$ cat src/lcd_host_pkg.sv
package lcd_host_pkg;
   // ==========================================================
   // Bus styles chosen by the two interface-select straps.
   // ==========================================================
   typedef enum logic [1:0] {
      BUS_RESET  = 2'h0,
      BUS_SERIAL = 2'h1,
      BUS_STROBE = 2'h2,
      BUS_ENABLE = 2'h3
   } bus_style_e;

   // Strap levels: {bus_type_pin_a, bus_type_pin_b}.
   localparam logic [1:0] STRAP_STROBE = 2'h1;
   localparam logic [1:0] STRAP_ENABLE = 2'h3;
   localparam logic [1:0] STRAP_SERIAL = 2'h2;
   localparam logic [1:0] STRAP_RESET = 2'h0;

   // ==========================================================
   // Widths and positions.
   // ==========================================================
   localparam int DATA_W = 8;
   localparam int FIFO_DEPTH = 32;
   // A FIFO word carries the data/command flag above the byte.
   localparam int WORD_W = DATA_W + 1;
   localparam int FLAG_BIT = DATA_W;
   // Serial data line and serial clock line within the bus.
   localparam int SER_DATA_BIT = 7;
   localparam int SER_CLK_BIT = 6;
   localparam logic [2:0] BIT_LAST = 3'h7;
   localparam logic [2:0] BIT_FIRST = 3'h0;

   // ==========================================================
   // Timing: each strobe phase lasts at least this long.
   // ==========================================================
   localparam int PHASE_NS = 100;
   localparam int CLK_NS = 10;
   localparam logic [3:0] PHASE_CYC = 4'((PHASE_NS + CLK_NS - 1) / CLK_NS);
   localparam logic [3:0] CNT_ZERO = 4'h0;

   // ==========================================================
   // Sequencer states, Gray coded along the usual path.
   // ==========================================================
   typedef enum logic [2:0] {
      ST_IDLE  = 3'b000,
      ST_SETUP = 3'b001,
      ST_ACT   = 3'b011,
      ST_HOLD  = 3'b010,
      ST_SLOW  = 3'b110,
      ST_SHIGH = 3'b111
   } seq_state_e;
endpackage : lcd_host_pkg

$ cat src/lcd_host_fifo.sv
`timescale 1ns/1ps
module lcd_host_fifo #(
   parameter int WIDTH = 9,
   parameter int DEPTH = 32
) (
   // Clock and reset.
   input wire logic clk_sys,
   input wire logic rstn,
   // Filling side.
   input wire logic in_valid,
   output logic in_ready,
   input wire logic [WIDTH-1:0] in_data,
   // Draining side.
   input wire logic out_ready,
   output logic out_valid,
   output logic [WIDTH-1:0] out_data
);
   localparam int AW = $clog2(DEPTH);

   // ==========================================================
   // Storage and pointers.
   // ==========================================================
   logic [WIDTH-1:0] mem [DEPTH];  // Word storage.
   logic [AW-1:0] wr_q;  // Next slot written.
   logic [AW-1:0] rd_q;  // Next slot read.
   logic [AW:0] cnt_q;  // Words held.
   logic [AW:0] cnt_d;  // Words held after this edge.
   logic ready_q;  // Room for one more word; a flop so the port never glitches.

   wire push = in_valid && in_ready;
   wire pop = out_valid && out_ready;
   assign cnt_d = (AW+1)'(cnt_q + push - pop);
   // Ready is worked out one edge ahead from the next count, so it matches the count exactly.
   assign in_ready = ready_q;
   assign out_valid = (cnt_q != '0);
   assign out_data = mem[rd_q];

   // Storage has no reset; only pointers, count and ready need a defined start.
   always_ff @(posedge clk_sys) begin
      if (push) begin
         mem[wr_q] <= in_data;
      end
   end

   // Pointers and fill count.
   always_ff @(posedge clk_sys) begin
      if (!rstn) begin
         wr_q <= '0;
         rd_q <= '0;
         cnt_q <= '0;
         ready_q <= 1'b1;
      end else begin
         if (push) begin
            wr_q <= AW'(wr_q + 1'b1);
         end
         if (pop) begin
            rd_q <= AW'(rd_q + 1'b1);
         end
         cnt_q <= cnt_d;
         ready_q <= (cnt_d != (AW+1)'(DEPTH));
      end
   end
endmodule : lcd_host_fifo

$ cat src/lcd_host_ctrl.sv
// Functional notes
// - Bytes move over eight bidirectional data lines.
// - Serial: top line data, next line clock.
// - Flag low command, flag high display data.
// - Strobe style writes use low write strobe.
// - Direction high reads, direction low writes.
// - Two straps pick bus style or reset.
`timescale 1ns/1ps
module lcd_host_ctrl
   import lcd_host_pkg::*;
(
   // Clock and reset.
   input wire logic clk_sys,
   input wire logic rstn,
   // Write request stream: byte plus data/command flag.
   input wire logic wr_valid,
   output logic wr_ready,
   input wire logic [DATA_W-1:0] wr_byte,
   input wire logic wr_is_display,
   // Read request and answer.
   input wire logic rd_req,
   input wire logic rd_is_display,
   output logic rd_done,
   output logic [DATA_W-1:0] rd_byte,
   output logic busy,
   // Bus style straps driven to the device.
   input wire logic [1:0] style_sel,
   output logic bus_type_pin_a,
   output logic bus_type_pin_b,
   // Device pins.
   output logic chip_select_low_n,
   output logic chip_select_high,
   output logic data_command_flag,
   output logic read_strobe_n,
   output logic write_strobe_n,
   input wire logic [DATA_W-1:0] host_data_bus_i,
   output logic [DATA_W-1:0] host_data_bus_o,
   output logic [DATA_W-1:0] host_data_bus_oe_n
);
   // ==========================================================
   // Helpers.
   // ==========================================================
   // Map a strap pair to the bus style it selects.
   function automatic bus_style_e style_of(input logic [1:0] s);
      case (s)
         STRAP_STROBE: style_of = BUS_STROBE;
         STRAP_ENABLE: style_of = BUS_ENABLE;
         STRAP_SERIAL: style_of = BUS_SERIAL;
         default: style_of = BUS_RESET;
      endcase
   endfunction : style_of

   // ==========================================================
   // Write FIFO: the data path is buffered so callers can burst.
   // ==========================================================
   logic [WORD_W-1:0] f_data;  // Head word.
   logic f_valid;  // Head word present.
   logic f_pop;  // Sequencer takes the head.
   lcd_host_fifo #(.WIDTH(WORD_W), .DEPTH(FIFO_DEPTH)) u_fifo (
      .clk_sys(clk_sys),
      .rstn(rstn),
      .in_valid(wr_valid),
      .in_ready(wr_ready),
      .in_data({wr_is_display, wr_byte}),
      .out_ready(f_pop),
      .out_valid(f_valid),
      .out_data(f_data)
   );

   // ==========================================================
   // Read data synchroniser: three flops, change taken once the
   // second and third agree.
   // ==========================================================
   logic [DATA_W-1:0] rs1_q, rs2_q, rs3_q;  // Sync stages.
   always_ff @(posedge clk_sys) begin
      rs1_q <= host_data_bus_i;
      rs2_q <= rs1_q;
      rs3_q <= rs2_q;
   end
   wire rd_stable = (rs2_q == rs3_q);

   // ==========================================================
   // Sequencer state.
   // ==========================================================
   seq_state_e st_q, st_d;  // Current and next state.
   bus_style_e style_q;  // Style latched at the last strap update.
   logic [3:0] cnt_q;  // Phase cycle counter.
   logic is_rd_q;  // Cycle in progress is a read.
   logic flag_q;  // Data/command flag of current cycle.
   logic [DATA_W-1:0] byte_q;  // Byte being written or shifted.
   logic [2:0] bit_q;  // Serial bit index.
   logic [DATA_W-1:0] rd_byte_q;  // Captured read byte.
   logic rd_done_q;  // One-cycle read completion pulse.

   wire phase_end = (cnt_q == CNT_ZERO);
   wire start_wr = (st_q == ST_IDLE) && f_valid && (style_q != BUS_RESET) && !rd_req;
   // Serial input is write-only, so reads are refused there.
   wire start_rd = (st_q == ST_IDLE) && rd_req && (style_q == BUS_STROBE
                   || style_q == BUS_ENABLE);
   wire ser = (style_q == BUS_SERIAL);
   assign f_pop = start_wr;

   // Next-state decode.
   always_comb begin
      st_d = st_q;
      case (st_q)
         ST_IDLE: begin
            if (start_rd || start_wr) begin
               st_d = ser ? ST_SLOW : ST_SETUP;
            end
         end
         ST_SETUP: st_d = phase_end ? ST_ACT : ST_SETUP;
         ST_ACT: st_d = (phase_end && (!is_rd_q || rd_stable)) ? ST_HOLD : ST_ACT;
         ST_HOLD: st_d = phase_end ? ST_IDLE : ST_HOLD;
         ST_SLOW: st_d = phase_end ? ST_SHIGH : ST_SLOW;
         ST_SHIGH: begin
            if (phase_end) begin
               st_d = (bit_q == BIT_LAST) ? ST_HOLD : ST_SLOW;
            end
         end
         default: st_d = ST_IDLE;
      endcase
   end

   // State, counter and cycle context.
   always_ff @(posedge clk_sys) begin
      if (!rstn) begin
         st_q <= ST_IDLE;
         cnt_q <= CNT_ZERO;
         is_rd_q <= 1'b0;
         flag_q <= 1'b0;
         byte_q <= '0;
         bit_q <= BIT_FIRST;
      end else begin
         st_q <= st_d;
         cnt_q <= (st_d != st_q) ? PHASE_CYC : (phase_end ? CNT_ZERO : 4'(cnt_q - 1'b1));
         if (start_rd) begin
            is_rd_q <= 1'b1;
            flag_q <= rd_is_display;
         end else if (start_wr) begin
            is_rd_q <= 1'b0;
            flag_q <= f_data[FLAG_BIT];
            byte_q <= f_data[DATA_W-1:0];
            bit_q <= BIT_FIRST;
         end else if (st_q == ST_SHIGH && phase_end) begin
            // Shift left so the next bit sits on the top line, MSB first.
            byte_q <= {byte_q[DATA_W-2:0], 1'b0};
            bit_q <= 3'(bit_q + 1'b1);
         end
      end
   end

   // Style is only taken while idle and no cycle starts, so the style that
   // chose the state path is also the one that drives the pins of that cycle.
   always_ff @(posedge clk_sys) begin
      if (!rstn) begin
         style_q <= BUS_RESET;
      end else if (st_q == ST_IDLE && st_d == ST_IDLE) begin
         style_q <= style_of(style_sel);
      end
   end

   // ==========================================================
   // Pin decode.
   // ==========================================================
   wire in_cyc = (st_q != ST_IDLE);
   wire act = (st_q == ST_ACT);
   wire drive = in_cyc && !is_rd_q;
   // Strobe style: separate low strobes; enable style: E high, R/W level.
   wire rd_n_d = (style_q == BUS_ENABLE) ? act : !(act && is_rd_q);
   wire wr_n_d = (style_q == BUS_ENABLE) ? is_rd_q : !(act && !is_rd_q);
   wire [DATA_W-1:0] ser_bits = {byte_q[DATA_W-1], (st_q == ST_SHIGH),
                                 {(DATA_W-2){1'b0}}};
   wire [DATA_W-1:0] bus_d = ser ? ser_bits : byte_q;
   wire sel_d = in_cyc && (style_q != BUS_RESET);
   wire [1:0] strap_d = (style_q == BUS_STROBE) ? STRAP_STROBE :
                        (style_q == BUS_ENABLE) ? STRAP_ENABLE :
                        (style_q == BUS_SERIAL) ? STRAP_SERIAL : STRAP_RESET;

   // Registered pins; all outputs come straight from flops.
   always_ff @(posedge clk_sys) begin
      if (!rstn) begin
         chip_select_low_n <= 1'b1;
         chip_select_high <= 1'b0;
         data_command_flag <= 1'b0;
         read_strobe_n <= 1'b1;
         write_strobe_n <= 1'b1;
         host_data_bus_o <= '0;
         host_data_bus_oe_n <= '1;
         bus_type_pin_a <= 1'b0;
         bus_type_pin_b <= 1'b0;
      end else begin
         chip_select_low_n <= !sel_d;
         chip_select_high <= sel_d;
         data_command_flag <= flag_q;
         read_strobe_n <= rd_n_d;
         write_strobe_n <= wr_n_d;
         host_data_bus_o <= bus_d;
         host_data_bus_oe_n <= {DATA_W{!drive}};
         bus_type_pin_a <= strap_d[1];
         bus_type_pin_b <= strap_d[0];
      end
   end

   // Read capture at the end of the active phase, with a done pulse.
   always_ff @(posedge clk_sys) begin
      if (!rstn) begin
         rd_byte_q <= '0;
         rd_done_q <= 1'b0;
      end else begin
         rd_done_q <= 1'b0;
         if (act && is_rd_q && phase_end && rd_stable) begin
            rd_byte_q <= rs3_q;
            rd_done_q <= 1'b1;
         end
      end
   end
   assign rd_byte = rd_byte_q;
   assign rd_done = rd_done_q;

   // Busy flop mirrors the sequencer's next state.
   always_ff @(posedge clk_sys) begin
      if (!rstn) begin
         busy <= 1'b0;
      end else begin
         busy <= (st_d != ST_IDLE);
      end
   end
   // Power-control (supply mode) commands are ordinary command bytes
   // written with the flag low; the controller passes them unchanged.
endmodule : lcd_host_ctrl

$ cat config.mk
export PLATFORM = sky130hd
export DESIGN_NAME = lcd_host_ctrl
export DESIGN_NICKNAME = d
export VERILOG_FILES = /design/src/lcd_host_pkg.sv /design/src/lcd_host_fifo.sv /design/src/lcd_host_ctrl.sv
export SDC_FILE = /design/constraint.sdc
export NUM_CORES = 1
export LEC_CHECK = 0
export BUFFER_PORTS_ARGS = -buffer_cell sky130_fd_sc_hd__buf_2
export CORE_ASPECT_RATIO = 2
export CORE_MARGIN = 1.5
export CORE_UTILIZATION = 55
export CTS_CLUSTER_DIAMETER = 80
export CTS_CLUSTER_SIZE = 10
export DETAILED_ROUTE_END_ITERATION = 10
export GPL_ROUTABILITY_DRIVEN = 1
export HOLD_SLACK_MARGIN = 0.06
export MAX_ROUTING_LAYER = met4
export PLACE_DENSITY = 0.76
export SYNTH_ARGS = -nofsm -noshare
export SYNTH_HDL_FRONTEND = slang
export SYNTH_SLANG_ARGS = --single-unit
$ cat constraint.sdc
create_clock -name clk_sys -period 2.9 [get_ports clk_sys]
set_clock_uncertainty 0.1 [all_clocks]
set_input_delay 0.58 -clock clk_sys [delete_from_list [all_inputs] [get_ports clk_sys]]
set_output_delay 0.58 -clock clk_sys [all_outputs]
set_load 0.01 [all_outputs]
==> impl_metrics.py <==
metrics = {
    "pwr": {
        "power_frac_comb_pct": 20.3,
        "intPower_mw": 10.5,
        "pwr-share-clk_pct": 34.7,
        "switching_share_pct": 26.0,
        "peakVddDrop_mv": 0.442,
        "seq_power_share_pct": 45.0,
        "p_leak_nw": 5.87,
        "powerDensity_nw_per_um2": 826,
        "switchingPower_mw": 3.67,
    },
    "floorplanning": {
        "num_rows": 84,
        "ios": 58,
        "die_area_sq_um": 27800,
        "die_x_um": 119,
        "start_util_pct": 55.9,
        "die_height_um": 234,
        "fp.coreArea_sq_um": 26300,
    },
    "placement": {
        "io_buffers": 57,
        "gp_congestion": 0.838,
        "dpl-instance-area_sq_um": 15700,
        "dp_cells": 1276,
        "pre_cts_ws_ns": -0.121,
        "hpwl_um": 20600,
    },
    "setup_path": {
        "cp_max_fo": 3,
        "critPathArrivalTime_ns": 3.25,
        "crit_path_start_kind": "register",
        "crit_path_end_kind": "register",
        "cp.required_ns": 3.20,
        "r2r-start": "st_q[0]$_SDFF_PN0_",
        "startpoint": "st_q[0]$_SDFF_PN0_",
        "critPathKind": "reg2reg",
    },
    "layout": {
        "postLayoutCoreUtil_pct": 65.1,
        "finish.instance_area_sq_um": 17100,
        "antenna_cells": 0,
        "area_delta_synth_final_pct": 16.3,
        "fin_nets": 1025,
        "final_cells": 1361,
        "drive_above_1_share_pct": 27.6,
    },
    "logic_synthesis": {
        "postSynthAreaPerCell_sq_um": 17.3,
        "synth_cells": 851,
        "synth.most_common_cell": "edfxtp_1",
        "synth_top_area_share_pct": 58.8,
        "synth_area_leaders": "edfxtp_1 59%, dfxtp_1 13%, mux4_2 9.0%",
        "synth_edf_count": 288,
        "synth_fp_nets": 891,
        "synth_top_area_cell": "edfxtp_1",
        "ys.flop_type": "edfxtp_1",
        "synth_commonest_cells": "288 x edfxtp_1, 94 x dfxtp_1, 87 x nor2_1",
        "ys_ff_latch": 382,
        "yosysSeqAreaShare_pct": 71.6,
        "yosysUniqueCellTypes": 60,
        "yosys_warnings": 0,
        "synth_area_sq_um": 14700,
        "async_flop_share_pct": 0,
    },
    "clocking": {
        "cts_tree": "built",
        "path_clk_slew_ns": 0.05,
        "cts_buffer_depth": 3,
        "clockRootBuffer": "clkbuf_16",
        "clkSinkCount": 382,
        "cts_buffers": 44,
        "htree_levels": 2,
        "clkLatencyLatePin_ns": 0.54,
    },
    "routing": {
        "vias_per_cell": 5.86,
        "drtIter0Drc": 611,
        "routed_wl_um": 31900,
        "drc": 0,
        "ant_nets": 0,
        "vias": 7976,
        "first_pass_iters": 5,
        "post_drt_wl_per_cell_um": 23.5,
    },
    "flow_run": {
        "maxCapViolCount": 0,
    },
    "timing": {
        "hold_viol": 0,
        "post-route-worst-setup-slack_ns": -0.0530,
        "fin_crit_ns": 2.95,
        "slew_violations": 0,
        "rsz0062_at_grt": "yes",
        "fin_tns_setup_ns": -0.0530,
        "relSlewSlack_pct": 55.7,
        "min_period_over_period_pct": 102,
        "worst_pin_slew_ns": 0.664,
        "finalSetupViolCount": 1,
        "max_freq_ghz": 0.339,
    },
    "run_status": {
        "status": "finished, violations left",
        "violations": "setup timing",
    },
    "grt": {
        "grt_pass1_wl_um": 48200,
        "antenna_found_initial": 0,
        "first_global_vias": 8248,
        "grt_max_degree": 33,
        "grt_usage_pct": 24.4,
        "overflow": 0,
    },
    "worst_hold_path": {
        "holdCritStartpoint": "host_data_bus_i[2]",
        "min_path_type": "in2reg",
    },
}
[worst max-delay path, stage by stage (launching register included)]
cell,delay [ns]
dfxtp_1,0.31
or3_4,0.41
nor3_4,0.22
o21ai_4,0.09
inv_4,0.07
ha_4,0.19
inv_2,0.05
ha_4,0.12
inv_2,0.03
fa_2,0.52
nor3b_2,0.15
nand2_1,0.06
or4_1,0.49
[cell type report]
class	count	area (sq um)
sequential	382	10500
clock inverter	3	26.3
timing repair buffer	138	958
clock buffer	75	1240
inverter	17	66.3
tap	344	430
multi-input combinational	402	3840
fill	1769	9180
[repair_timing]
item                                    CTS  global route
hold buffers                              6             0
endpoints found under the hold margin     6             0
pin swaps                                 2             0
endpoints found under the setup margin    1             1
resized for setup                         2             3
setup buffers                             1             0
[metal layers]
layer | part of all wire (%) | GRT usage, % | wire length (um) | up-vias
li1 | - | - | - | 3561
met1 | 33 | 24.2 | 10500 | 4005
met2 | 56 | 44.9 | 17900 | 309
met3 | 4.9 | 3.11 | 1560 | 101
met4 | 6.0 | 15.3 | 1920 | 0
met5 | 0 | - | 0 | -
[cell usage in the layout, fill, tap and decap left out, types with 5 or more instances in the layout]
| cell | instances |
|---|---|
| inv_1 | 11 |
| mux2i_1 | 26 |
| clkbuf_1 | 30 |
| buf_4 | 71 |
| nand3_1 | 8 |
| buf_2 | 57 |
| xor2_1 | 5 |
| a21oi_1 | 20 |
| edfxtp_1 | 288 |
| xnor2_1 | 14 |
| clkbuf_16 | 45 |
| mux4_2 | 59 |
| a211oi_1 | 7 |
| nor3_1 | 7 |
| dlygate4sd3_1 | 6 |
| o22ai_1 | 30 |
| mux4_1 | 13 |
| inv_2 | 5 |
| nand2_1 | 30 |
| ha_1 | 11 |
| nor2b_1 | 8 |
| dfxtp_1 | 88 |
| nand4_1 | 7 |
| and3_1 | 6 |
| and2_1 | 7 |
| nor2_1 | 87 |
| dfxtp_2 | 5 |
[power groups by stage]
stage	sequential, mW	clock (mW)	combinational (mW)
global placement	6.46	0	2.79
finish	6.36	4.90	2.87
detailed placement	6.47	0	2.84
floorplan	6.39	0	2.04
global route	6.39	5.17	3.10
CTS	6.36	4.96	2.88
[state kept, by name, summed over array words and instances (netlist names), 2 cells and up, named ones only]
signal and cells:
u_fifo.wr_q 5, u_fifo.cnt_q 6, rs2_q 8, u_fifo.mem 288, style_q 2, rs1_q 8, rd_byte 8, host_data_bus_o 8
u_fifo.rd_q 5, byte_q 8, st_q 3, cnt_q 4, bit_q 3, rs3_q 8
[kinds of logic after synthesis]
family	share of synthesized area (%)
flip-flops	71.6
AND/OR/NAND/NOR	6.21
multiplexers	13.4
AO/OA/AOI/OAI	3.43
buffers and inverters	2.69
XOR/XNOR	1.24
adder cells (fa/ha/maj)	1.41
[worst paths after layout]
check	to	slack [ns]	cells after the start
worst max-delay path	u_fifo.in_ready$_SDFF_PN1_	-0.05	12
worst min-delay path	rs1_q[2]$_DFF_P_	0.07	1
worst max register to register	u_fifo.in_ready$_SDFF_PN1_	-0.05	12
worst min register to register	rs2_q[3]$_DFF_P_	0.22	0
[stage by stage]
step | hold slack, ns | power [mW]
2_1_floorplan | 0.210 | 8.43
3_3_place_gp | 0.212 | 9.25
3_5_place_dp | 0.214 | 9.31
4_1_cts | 0.0608 | 14.2
5_1_grt | 0.0621 | 14.7
6_report | 0.0703 | 14.1
No activity file was read; power rests on OpenSTA's default activity.
